--- config.mk ---
export PLATFORM = sky130hd
export DESIGN_NAME = fbo_host
export DESIGN_NICKNAME = d
export VERILOG_FILES = /design/src/hw/fbo_host.v /design/src/hw/fbo_sync.v
export VERILOG_INCLUDE_DIRS = /design/src /design/src/hw
export SDC_FILE = /design/constraint.sdc
export NUM_CORES = 1
export LEC_CHECK = 0
export ABC_AREA = 1
export BUFFER_PORTS_ARGS = -buffer_cell sky130_fd_sc_hd__clkbuf_2
export CAP_MARGIN = 5
export CORE_ASPECT_RATIO = 0.6
export CORE_MARGIN = 5
export CORE_UTILIZATION = 30
export DETAILED_ROUTE_END_ITERATION = 10
export RECOVER_POWER = 100
export SETUP_SLACK_MARGIN = 0.1
export SLEW_MARGIN = 10
export SYNTH_ARGS = -nofsm -noshare
export SYNTH_HDL_FRONTEND = slang
export SYNTH_SLANG_ARGS = --single-unit
--- constraint.sdc ---
create_clock -name ref_clk -period 4.2 [get_ports ref_clk]
set_clock_uncertainty 0.1 [all_clocks]
set_input_delay 0.42 -clock ref_clk [delete_from_list [all_inputs] [get_ports ref_clk]]
set_output_delay 0.42 -clock ref_clk [all_outputs]
set_load 0.05 [all_outputs]
--- src/hw/fbo_ctl_regs.vh ---
`ifndef FBO_CTL_REGS_VH
`define FBO_CTL_REGS_VH

// clock period in ps (125 MHz)
`define FBO_CLK_PS          32'd8000
// bus timing figures in ns
`define FBO_ACC_NS          32'd90
`define FBO_WR_PULSE_NS     32'd45
`define FBO_WR_HOLD_NS      32'd20
`define FBO_CLEAR_PULSE_NS  32'd500
`define FBO_CLEAR_RECOV_NS  32'd50
// ready time after clear when busy, in us
`define FBO_READY_BUSY_US   32'd20
// cycle counts derived from the figures; least times round up
`define FBO_CYC_NS(ns)      (((ns) * 32'd1000 + `FBO_CLK_PS - 32'd1) / `FBO_CLK_PS)
`define FBO_ACC_CYC         `FBO_CYC_NS(`FBO_ACC_NS)
`define FBO_WR_PULSE_CYC    `FBO_CYC_NS(`FBO_WR_PULSE_NS)
`define FBO_WR_HOLD_CYC     `FBO_CYC_NS(`FBO_WR_HOLD_NS)
`define FBO_CLEAR_PULSE_CYC `FBO_CYC_NS(`FBO_CLEAR_PULSE_NS)
`define FBO_CLEAR_RECOV_CYC `FBO_CYC_NS(`FBO_CLEAR_RECOV_NS)
`define FBO_READY_BUSY_CYC  `FBO_CYC_NS(`FBO_READY_BUSY_US * 32'd1000)
// sector field of the address
`define FBO_SECTOR_MSB      21
`define FBO_SECTOR_LSB      16
// request kinds
`define FBO_OP_READ         2'h0
`define FBO_OP_WRITE        2'h1
`define FBO_OP_CLEAR        2'h2

`endif

--- src/hw/fbo_host.v ---
`timescale 1ns/1ps
`include "fbo_ctl_regs.vh"
// Notes on behaviour
// read: select and output enable low, write strobe high.
// write: select and write strobe low, output enable high.
// device starts in array read after power-up or clear.
// array read needs no preceding command.
// command latch is unmapped; it holds command, address and data.
// bad address, data or order returns the device to array read.
// erase targets a sector, several sectors, or the whole device.
// after identification sequence reads return identity codes.
// during program or erase reads return status bits.
// select and clear high put device in standby, outputs off.
// after standby wait full select access time before sampling.
// deselecting does not stop a running program or erase.
// clear must be held low at least the minimum pulse width.
// during clear the device ignores reads and writes.
// clear returns device to array read, drops pending sequence.
// clear low also places the device in standby.
// host restarts an operation aborted by a clear; fbo_host does not restart it and only flags it on aborted_op.
// clear during busy: ready_busy_n low until internal reset ends.
// clear while idle completes within the shorter ready time.
// wait recovery time after clear release before reading.
// output enable high means data pins float.
// sectors are 64 Kbytes chosen by the top six address bits.
// elevated clear voltage allows writes as normal.
module fbo_host (
	ref_clk,        // 125 MHz clock
	reset,          // async reset, active high
	req_valid,      // request strobe, one cycle
	req_op,         // request kind
	req_addr,       // byte address
	req_wdata,      // write byte
	req_ready,      // idle, can take a request
	rsp_valid,      // read data or completion pulse
	rsp_rdata,      // read byte
	busy_seen,      // device reported busy
	aborted_op,     // clear hit a busy device
	address_pins,   // address to device
	data_pins_o,    // data driven to device
	data_pins_oe,   // high while host drives data
	data_pins_i,    // data from device
	chip_select_n,  // select, active low
	output_enable_n, // output enable, active low
	write_strobe_n, // write strobe, active low
	device_clear_n, // hardware reset pin, active low
	ready_busy_n    // ready/busy from device
);
	input  wire        ref_clk;         // clock
	input  wire        reset;           // reset
	input  wire        req_valid;       // request strobe
	input  wire [1:0]  req_op;          // request kind
	input  wire [21:0] req_addr;        // address
	input  wire [7:0]  req_wdata;       // write data
	output reg         req_ready;       // idle
	output reg         rsp_valid;       // answer pulse
	output reg  [7:0]  rsp_rdata;       // read data
	output reg         busy_seen;       // busy level
	output reg         aborted_op;      // abort flag
	output reg  [21:0] address_pins;    // address out
	output reg  [7:0]  data_pins_o;     // data out
	output reg         data_pins_oe;    // data enable
	input  wire [7:0]  data_pins_i;     // data in
	output reg         chip_select_n;   // select
	output reg         output_enable_n; // output enable
	output reg         write_strobe_n;  // write strobe
	output reg         device_clear_n;  // clear pin
	input  wire        ready_busy_n;    // ready/busy

	localparam [5:0] ST_IDLE  = 6'b000001;
	localparam [5:0] ST_RD    = 6'b000010;
	localparam [5:0] ST_WR    = 6'b000100;
	localparam [5:0] ST_WHOLD = 6'b001000;
	localparam [5:0] ST_CLR   = 6'b010000;
	localparam [5:0] ST_RECOV = 6'b100000;

	// counts come as 32-bit words; every one fits in 16 bits
	localparam [31:0] ACC_W     = `FBO_ACC_CYC;
	localparam [31:0] WRP_W     = `FBO_WR_PULSE_CYC;
	localparam [31:0] WRH_W     = `FBO_WR_HOLD_CYC;
	localparam [31:0] CLRP_W    = `FBO_CLEAR_PULSE_CYC;
	localparam [31:0] RECOV_W   = `FBO_CLEAR_RECOV_CYC;
	localparam [31:0] RDYB_W    = `FBO_READY_BUSY_CYC;
	localparam [15:0] ACC_CYC   = ACC_W[15:0];
	localparam [15:0] WRP_CYC   = WRP_W[15:0];
	localparam [15:0] WRH_CYC   = WRH_W[15:0];
	localparam [15:0] CLRP_CYC  = CLRP_W[15:0];
	localparam [15:0] RECOV_CYC = RECOV_W[15:0];
	localparam [15:0] RDYB_CYC  = RDYB_W[15:0];

	reg  [5:0]  state_reg;
	reg  [15:0] cnt_reg;
	reg  [7:0]  data_s1_reg;
	reg  [7:0]  data_s2_reg;
	reg  [7:0]  data_s3_reg;
	reg  [7:0]  data_lvl_reg;
	wire        ready_sync;

	// device pin is from outside our clock domain
	fbo_sync #(.INIT(1'b1)) u_rb_sync (
		.ref_clk   (ref_clk),
		.reset     (reset),
		.pin_in    (ready_busy_n),
		.level_out (ready_sync)
	);

	// byte counts once stages two and three agree; costs four extra cycles
	always @(posedge ref_clk or posedge reset) begin
		if (reset) begin
			data_s1_reg  <= 8'h00;
			data_s2_reg  <= 8'h00;
			data_s3_reg  <= 8'h00;
			data_lvl_reg <= 8'h00;
		end else begin
			data_s1_reg <= data_pins_i;
			data_s2_reg <= data_s1_reg;
			data_s3_reg <= data_s2_reg;
			if (data_s2_reg == data_s3_reg)
				data_lvl_reg <= data_s3_reg;
		end
	end

	function [15:0] dec;
		input [15:0] v;
		begin
			dec = (v == 16'h0000) ? 16'h0000 : v - 16'h0001;
		end
	endfunction

	always @(posedge ref_clk or posedge reset) begin
		if (reset) begin
			state_reg       <= ST_CLR;
			cnt_reg         <= CLRP_CYC;
			req_ready       <= 1'b0;
			rsp_valid       <= 1'b0;
			rsp_rdata       <= 8'h00;
			busy_seen       <= 1'b0;
			aborted_op      <= 1'b0;
			address_pins    <= 22'h00_0000;
			data_pins_o     <= 8'h00;
			data_pins_oe    <= 1'b0;
			chip_select_n   <= 1'b1;
			output_enable_n <= 1'b1;
			write_strobe_n  <= 1'b1;
			device_clear_n  <= 1'b0;
		end else begin
			rsp_valid <= 1'b0;
			// status survives deselect; host keeps watching it
			busy_seen <= ~ready_sync;
			cnt_reg   <= dec(cnt_reg);
			case (state_reg)
			ST_IDLE: begin
				if (req_valid) begin
					req_ready    <= 1'b0;
					address_pins <= req_addr;
					case (req_op)
					`FBO_OP_READ: begin
						// full select access time from standby
						chip_select_n   <= 1'b0;
						output_enable_n <= 1'b0;
						write_strobe_n  <= 1'b1;
						// plus the latency of the data filter
						cnt_reg         <= ACC_CYC + 16'h0004;
						state_reg       <= ST_RD;
					end
					`FBO_OP_WRITE: begin
						// data floats in device since oe is high
						chip_select_n   <= 1'b0;
						output_enable_n <= 1'b1;
						write_strobe_n  <= 1'b0;
						data_pins_o     <= req_wdata;
						data_pins_oe    <= 1'b1;
						cnt_reg         <= WRP_CYC;
						state_reg       <= ST_WR;
					end
					default: begin
						// aborted work must be redone by software
						aborted_op     <= ~ready_sync;
						device_clear_n <= 1'b0;
						cnt_reg        <= CLRP_CYC;
						state_reg      <= ST_CLR;
					end
					endcase
				end
			end
			ST_RD: begin
				if (cnt_reg == 16'h0000) begin
					// array, identity or status byte alike
					rsp_rdata       <= data_lvl_reg;
					rsp_valid       <= 1'b1;
					chip_select_n   <= 1'b1;
					output_enable_n <= 1'b1;
					req_ready       <= 1'b1;
					state_reg       <= ST_IDLE;
				end
			end
			ST_WR: begin
				if (cnt_reg == 16'h0000) begin
					// rising strobe latches the command
					write_strobe_n <= 1'b1;
					cnt_reg        <= WRH_CYC;
					state_reg      <= ST_WHOLD;
				end
			end
			ST_WHOLD: begin
				if (cnt_reg == 16'h0000) begin
					chip_select_n <= 1'b1;
					data_pins_oe  <= 1'b0;
					rsp_valid     <= 1'b1;
					req_ready     <= 1'b1;
					state_reg     <= ST_IDLE;
				end
			end
			ST_CLR: begin
				// pulse held its minimum only; a busy device's internal
				// reset is waited out later in ST_RECOV
				if (cnt_reg == 16'h0000) begin
					device_clear_n <= 1'b1;
					cnt_reg        <= RDYB_CYC;
					state_reg      <= ST_RECOV;
				end
			end
			ST_RECOV: begin
				// recovery time, then ready; the busy ready time
				// bounds the wait so a stuck pin cannot hang us
				if (((RDYB_CYC - cnt_reg) >= RECOV_CYC && ready_sync) ||
					cnt_reg == 16'h0000) begin
					rsp_valid  <= 1'b1;
					req_ready  <= 1'b1;
					state_reg  <= ST_IDLE;
				end
			end
			default: begin
				state_reg <= ST_IDLE;
				req_ready <= 1'b1;
			end
			endcase
		end
	end

endmodule

--- src/hw/fbo_sync.v ---
`timescale 1ns/1ps
// three-stage synchroniser; change accepted when stages two and three agree
module fbo_sync (
	ref_clk,   // clock
	reset,     // async reset, active high
	pin_in,    // raw pin
	level_out  // filtered level
);
	parameter INIT = 1'b1;
	input  wire ref_clk;   // clock
	input  wire reset;     // async reset
	input  wire pin_in;    // raw pin
	output reg  level_out; // filtered level

	reg s1_reg;
	reg s2_reg;
	reg s3_reg;

	always @(posedge ref_clk or posedge reset) begin
		if (reset) begin
			s1_reg    <= INIT;
			s2_reg    <= INIT;
			s3_reg    <= INIT;
			level_out <= INIT;
		end else begin
			s1_reg <= pin_in;
			s2_reg <= s1_reg;
			s3_reg <= s2_reg;
			if (s2_reg == s3_reg)
				level_out <= s3_reg;
		end
	end
endmodule
-- Word-level counts from Yosys, hierarchy flattened
Cells that the tools add are included.
- register bits after elaboration: 105
- input port bits: 44
- logic and storage cells: 107
- add/sub/neg operators: 2
- order comparisons: 1
- eq/ne operators: 20
- mux-type cells: 36
- bitwise operators: 3
- reductions and logical operators: 23
- operators by type and width (kind ; count):
    16-bit 2-to-1 mux ; 4
    16-bit case mux with 3 select lines ; 1
    6-bit 2-to-1 mux ; 5
    6-bit case mux with 5 select lines ; 1
    4-bit AND reduction ; 6
    16-bit by 3-bit greater-or-equal comparator with 1-bit output, second input constant ; 1
    16-bit logical NOT ; 1
    2-bit != test, second input constant ; 8
    1-bit case mux with 2 select lines ; 8
    12-bit by 16-bit subtractor with 16-bit output, first input constant ; 1
    16-bit by 1-bit subtractor with 16-bit output, second input constant ; 1
    1-bit 2-to-1 mux ; 14
    6-bit case mux with 2 select lines ; 1
    5-bit case mux with 2 select lines ; 1
    2-bit nonzero test ; 5
    8-bit equality test ; 1
    6-bit by 1-bit equality test with 1-bit output, second input constant ; 1
    6-bit by 2-bit equality test with 1-bit output, second input constant ; 1
    6-bit by 3-bit equality test with 1-bit output, second input constant ; 1
    6-bit by 4-bit equality test with 1-bit output, second input constant ; 1
    6-bit by 5-bit equality test with 1-bit output, second input constant ; 1
    6-bit equality test, second input constant ; 1
    3-bit AND reduction ; 2
    2-bit OR reduction ; 3
    11 further kinds ; 15

-- Longest topological paths before layout
- depth in word-level cells: 6
- gate-level depth with buffers: 18

-- Hierarchy
A second synthesis with hierarchy kept.
- cells, all modules: 537
- area total of the unflattened synthesis: 4729.5 um^2
- modules (own cells, without submodules) (module ; times used ; cells each ; area an instance (um^2) ; sequential area each (um^2)):
    fbo_host ; 1 ; 528 ; 4604.4 ; 2539.9
    fbo_sync ; 1 ; 9 ; 125.1 ; 105.1

-- Least setup slack after synthesis
Ideal clock, no wire load.
- path kind: reg-to-reg
- start: register cnt_reg[0]
- end: register req_ready
- setup time: 0.119 ns
- data arrival time: 1.866 ns
- required time: 3.981 ns
- path slack: 2.115 ns
- stages on the path, launching flop included: 15
- buffers on the path: 0
- period minus slack after synthesis: 2.085 ns
- cell sequence: dfstp_2 -> inv_1 -> ha_1 -> inv_1 -> nand2_1 -> nand3_1 -> nand2_1 -> o21ai_0 -> nand3_1 -> nor2_1 -> nand3_1 -> nand2_2 -> nand3_4 -> nand3_2 -> nand2_1
- longest elaborated chain between the ends: 6
- elaborated cells between the ends (all ways): 8
- classes of those cells: add/sub: 1; order compare: 1; eq/ne: 2; reduce/logical: 4
- RTL lines (element ; line ; text):
    start: declaration ; fbo_host.v:92 ; reg [15:0] cnt_reg;
    start signal: assignment ; fbo_host.v:150 ; cnt_reg <= dec(cnt_reg);
    start signal: assignment ; fbo_host.v:163 ; cnt_reg <= ACC_CYC + 16'h0004;
    12-bit by 16-bit subtractor with 16-bit output ; fbo_host.v:226 ; if (((RDYB_CYC - cnt_reg) >= RECOV_CYC && ready_sync) ||
    16-bit by 3-bit greater-or-equal comparator with 1-bit output ; fbo_host.v:226 ;
    1-bit logical AND ; fbo_host.v:226 ;
    1-bit logical OR ; fbo_host.v:226 ;
    2-bit != test (no source line) ; -- ;
    4-bit AND reduction (no source line) * ; -- ;
    end signal: assignment ; fbo_host.v:210 ; req_ready <= 1'b1;
    end signal: assignment ; fbo_host.v:229 ; req_ready <= 1'b1;
    end signal: assignment ; fbo_host.v:235 ; req_ready <= 1'b1;
    end: declaration ; fbo_host.v:55 ; output reg req_ready;
Every way passes the cells marked *; elsewhere a longest branch is shown, timed or not.
A chain may end at the register's enable or synchronous reset.

-- Worst setup path after layout
- start: register cnt_reg[0]
- end: register rsp_rdata[6]
- longest elaborated chain between the ends: 2
- RTL lines (element ; line ; text):
    16-bit logical NOT ; fbo_host.v:187 ; if (cnt_reg == 16'h0000) begin
    2-bit AND reduction (no source line) ; -- ;
    end signal: assignment ; fbo_host.v:189 ; rsp_rdata <= data_lvl_reg;
    end: declaration ; fbo_host.v:57 ; output reg [7:0] rsp_rdata;
No other way between the ends.

==> results.py <==
metrics = {
    "routing": {
        "routed_wl_mm": 11.0,
        "drtIter0Drc": 234,
        "dr.pass1.iters": 4,
        "final_antenna_net_count": 0,
        "wl_per_cell_um": 14.3,
        "avgViaCountPerCell": 4.60,
        "via_count": 3542,
        "drc": 0,
    },
    "worst_setup_path": {
        "worstSetupPathType": "reg2reg",
        "cp_max_fo": 15,
        "crit_path_top_delay_cell": "dfstp_1",
        "worstSetupPathDepth": 8,
        "reg2reg_slack_ns": 1.15,
        "worstSetupStartpointType": "flip-flop",
        "worstPathCellList": "inv_1, ha_1, inv_1, nor4_1, nand2_1, clkinvlp_2, nand2_1, mux2_2",
        "arrival_ns": 3.18,
        "r2r-end": "rsp_rdata[6]",
        "r2r_start": "cnt_reg[0]",
        "cp_slowest_stage_delay_ns": 0.57,
        "cp-end-kind": "flip-flop",
        "crit_start": "cnt_reg[0]",
        "crit_required_ns": 4.33,
        "reg2reg_depth": 8,
        "path_buf_inv": 3,
        "crit_family": "simple AND/OR/NAND/NOR gates",
    },
    "placement": {
        "io_buffers": 90,
        "post-dp-hpwl_mm": 8.57,
        "dp_cells": 753,
        "place_congestion": 0.944,
        "place_ws_ns": 1.71,
    },
    "finish": {
        "fill_cells": 1569,
        "drive_gt1_share_pct": 21.5,
        "multiInputGateArea_um2": 1760,
        "diodes": 0,
        "final_nets": 609,
        "regArea_um2": 2650,
        "final_cell_mix": "nand2_1 (112), dfrtp_1 (91), clkbuf_1 (48)",
        "synthToLayoutAreaGrowth_pct": 19.1,
        "final_util_pct": 36.4,
        "mostFrequentLayoutCell": "nand2_1",
        "largest_register_ffs": 22,
        "layout.cells.non_filler": 770,
    },
    "grt": {
        "grt_usage_pct": 12.5,
        "grt-ovfl-total": 0,
        "antenna_found_initial": 0,
        "grt_pass1_wl_mm": 18.3,
        "grt_pass1_vias": 3615,
        "grt_max_degree": 44,
    },
    "clock_tree": {
        "htree_levels": 3,
        "numCtsBuffers": 9,
        "ctsResizeCount": 0,
        "clock_latency_ns": 0.34,
        "cts_buffer_depth": 2,
        "clk_pin_slew_worst_paths_ns": 0.07,
        "cts_setup_buffers": 0,
        "root_buffer": "clkbuf_16",
        "cts_sinks": 105,
        "cts_tree": "yes",
    },
    "sta": {
        "slew_viol_final": 0,
        "period_share_pct": 72.7,
        "hold_slack_ns": 0.0737,
        "final_hold_viol_count": 0,
        "worst_slew_pin_slew_ns": 1.19,
        "setup_viol": 0,
        "rsz0062_at_grt": "no",
        "fin_crit_ns": 3.05,
        "final.setup.worst_slack_ns": 1.15,
        "timing.setup.tns_ns": 0,
        "slew_headroom_pct": 20.4,
        "max_freq_mhz": 327,
    },
    "run": {
        "drv_cap": 0,
    },
    "floorplan": {
        "boundaryPins": 91,
        "core_area_um2": 15300,
        "row_count": 35,
        "start_util_pct": 30.5,
        "die_height_um": 107,
        "die_width_um": 171,
        "die_area_um2": 18300,
    },
    "pwr": {
        "power_switching_uw": 2070,
        "vdd_drop_max_mv": 0.437,
        "seqPwrFrac_pct": 35.6,
        "power_frac_comb_pct": 45.0,
        "leakagePower_uw": 0.00274,
        "p_sw_share_pct": 46.8,
        "powerDensity_nw_per_um2": 793,
        "pwr-share-clk_pct": 19.4,
        "internal-power_uw": 2350,
    },
    "min_path": {
        "whs_endpoint": "u_rb_sync.s1_reg",
        "hold_depth": 1,
        "hp-class": "in2reg",
        "hold_start": "ready_busy_n",
    },
    "synth": {
        "synth-seq-cells": 105,
        "netlist_area_um2": 4680,
        "synth_cell_types": 41,
        "ys_seq_area_share_pct": 56.5,
        "syn_area_per_cell_um2": 10.1,
        "ys_warn_count": 0,
        "syn_inst": 465,
        "syn_nets": 512,
    },
    "run_status": {
        "status": "finished clean",
    },
}
layer usage:
layer	global-route usage, %	vias up	part of all wire (%)	wire length [um]
met1	19.4	1645	51	5570
li1	-	1713	-	-
met2	16.1	172	38	4170
met4	4.41	0	2.0	216
met3	3.83	12	9.3	1020
met5	0	-	0	0
worst max path at each step:
stage	endpoint	slack (ns)
final	rsp_rdata[6]	1.15
after global routing	cnt_reg[8]	0.89
after CTS	cnt_reg[6]	1.70
after floorplan	aborted_op	0.94
after global placement	cnt_reg[8]	1.82
after detailed placement	cnt_reg[6]	1.71
what timing repair did:
item | in CTS | in global routing
hold buffers | 1 | 0
hold endpoints to repair | 22 | 0
endpoints found under the setup margin | 0 | 0
final cells by class:
| type | count | share of cell area (%) |
|---|---|---|
| Clock buffer | 9 | 4.04 |
| Clock inverter | 7 | 1.50 |
| Inverter | 49 | 3.35 |
| Multi-Input combinational cell | 304 | 31.7 |
| Sequential cell | 105 | 47.5 |
| Tap cell | 203 | 4.56 |
| Timing Repair Buffer | 93 | 7.41 |
logic make-up after synthesis:
kind of cell	share of synthesized area, %
AO/OA/AOI/OAI	4.39
XOR/XNOR	3.37
adder cells (fa/ha/maj)	1.02
buffers and inverters	4.68
flip-flops	56.5
multiplexers	9.15
AND/OR/NAND/NOR	20.9
cell usage after synthesis:
master,n,area [um^2]
nor2_4,1,11.3
a31oi_1,2,12.5
nand4_1,2,12.5
nor2_1,42,158
inv_2,2,7.51
o22ai_1,1,6.26
nand3_1,29,145
buf_2,6,30.0
clkinv_2,1,5.00
maj3_1,1,10.0
nand2_1,108,405
a21o_1,1,7.51
a21oi_2,1,8.76
nor3_2,1,10.0
nor3_1,5,25.0
xnor2_1,1,8.76
dfrtp_1,91,2280
nor2_2,2,12.5
a32oi_1,1,8.76
ha_1,3,37.5
inv_1,46,173
nor4_2,1,12.5
nand2_2,4,25.0
a21oi_1,6,30.0
mux2_2,38,428
xor2_1,17,149
clkbuf_1,1,3.75
or2_2,1,6.26
dfstp_2,14,368
nor4_1,5,31.3
nand3_2,3,30.0
nor4_4,1,21.3
o21ai_0,14,70.1
a22oi_1,1,7.51
or2_4,1,8.76
o211ai_1,2,15.0
nand3_4,2,35.0
o31ai_1,3,22.5
nand2_4,1,11.3
nand3b_1,2,15.0
a21oi_4,1,16.3
per-stage QoR:
stage               power, uW  instance area [um^2]
detailed placement       3630                  5370
CTS                      4510                  5690
global route             4710                  5570
finish                   4420                  5570
global placement         3600                  5370
floorplan                3130                  4680
power by group through the flow:
stage	clock network, uW	logic (uW)	registers [uW]
3_5_place_dp	0	2050	1590
5_1_grt	923	2180	1610
3_3_place_gp	0	2020	1580
4_1_cts	886	2050	1570
6_report	857	1990	1570
2_1_floorplan	0	1020	2110
Power figures use the tool's default switching activity.
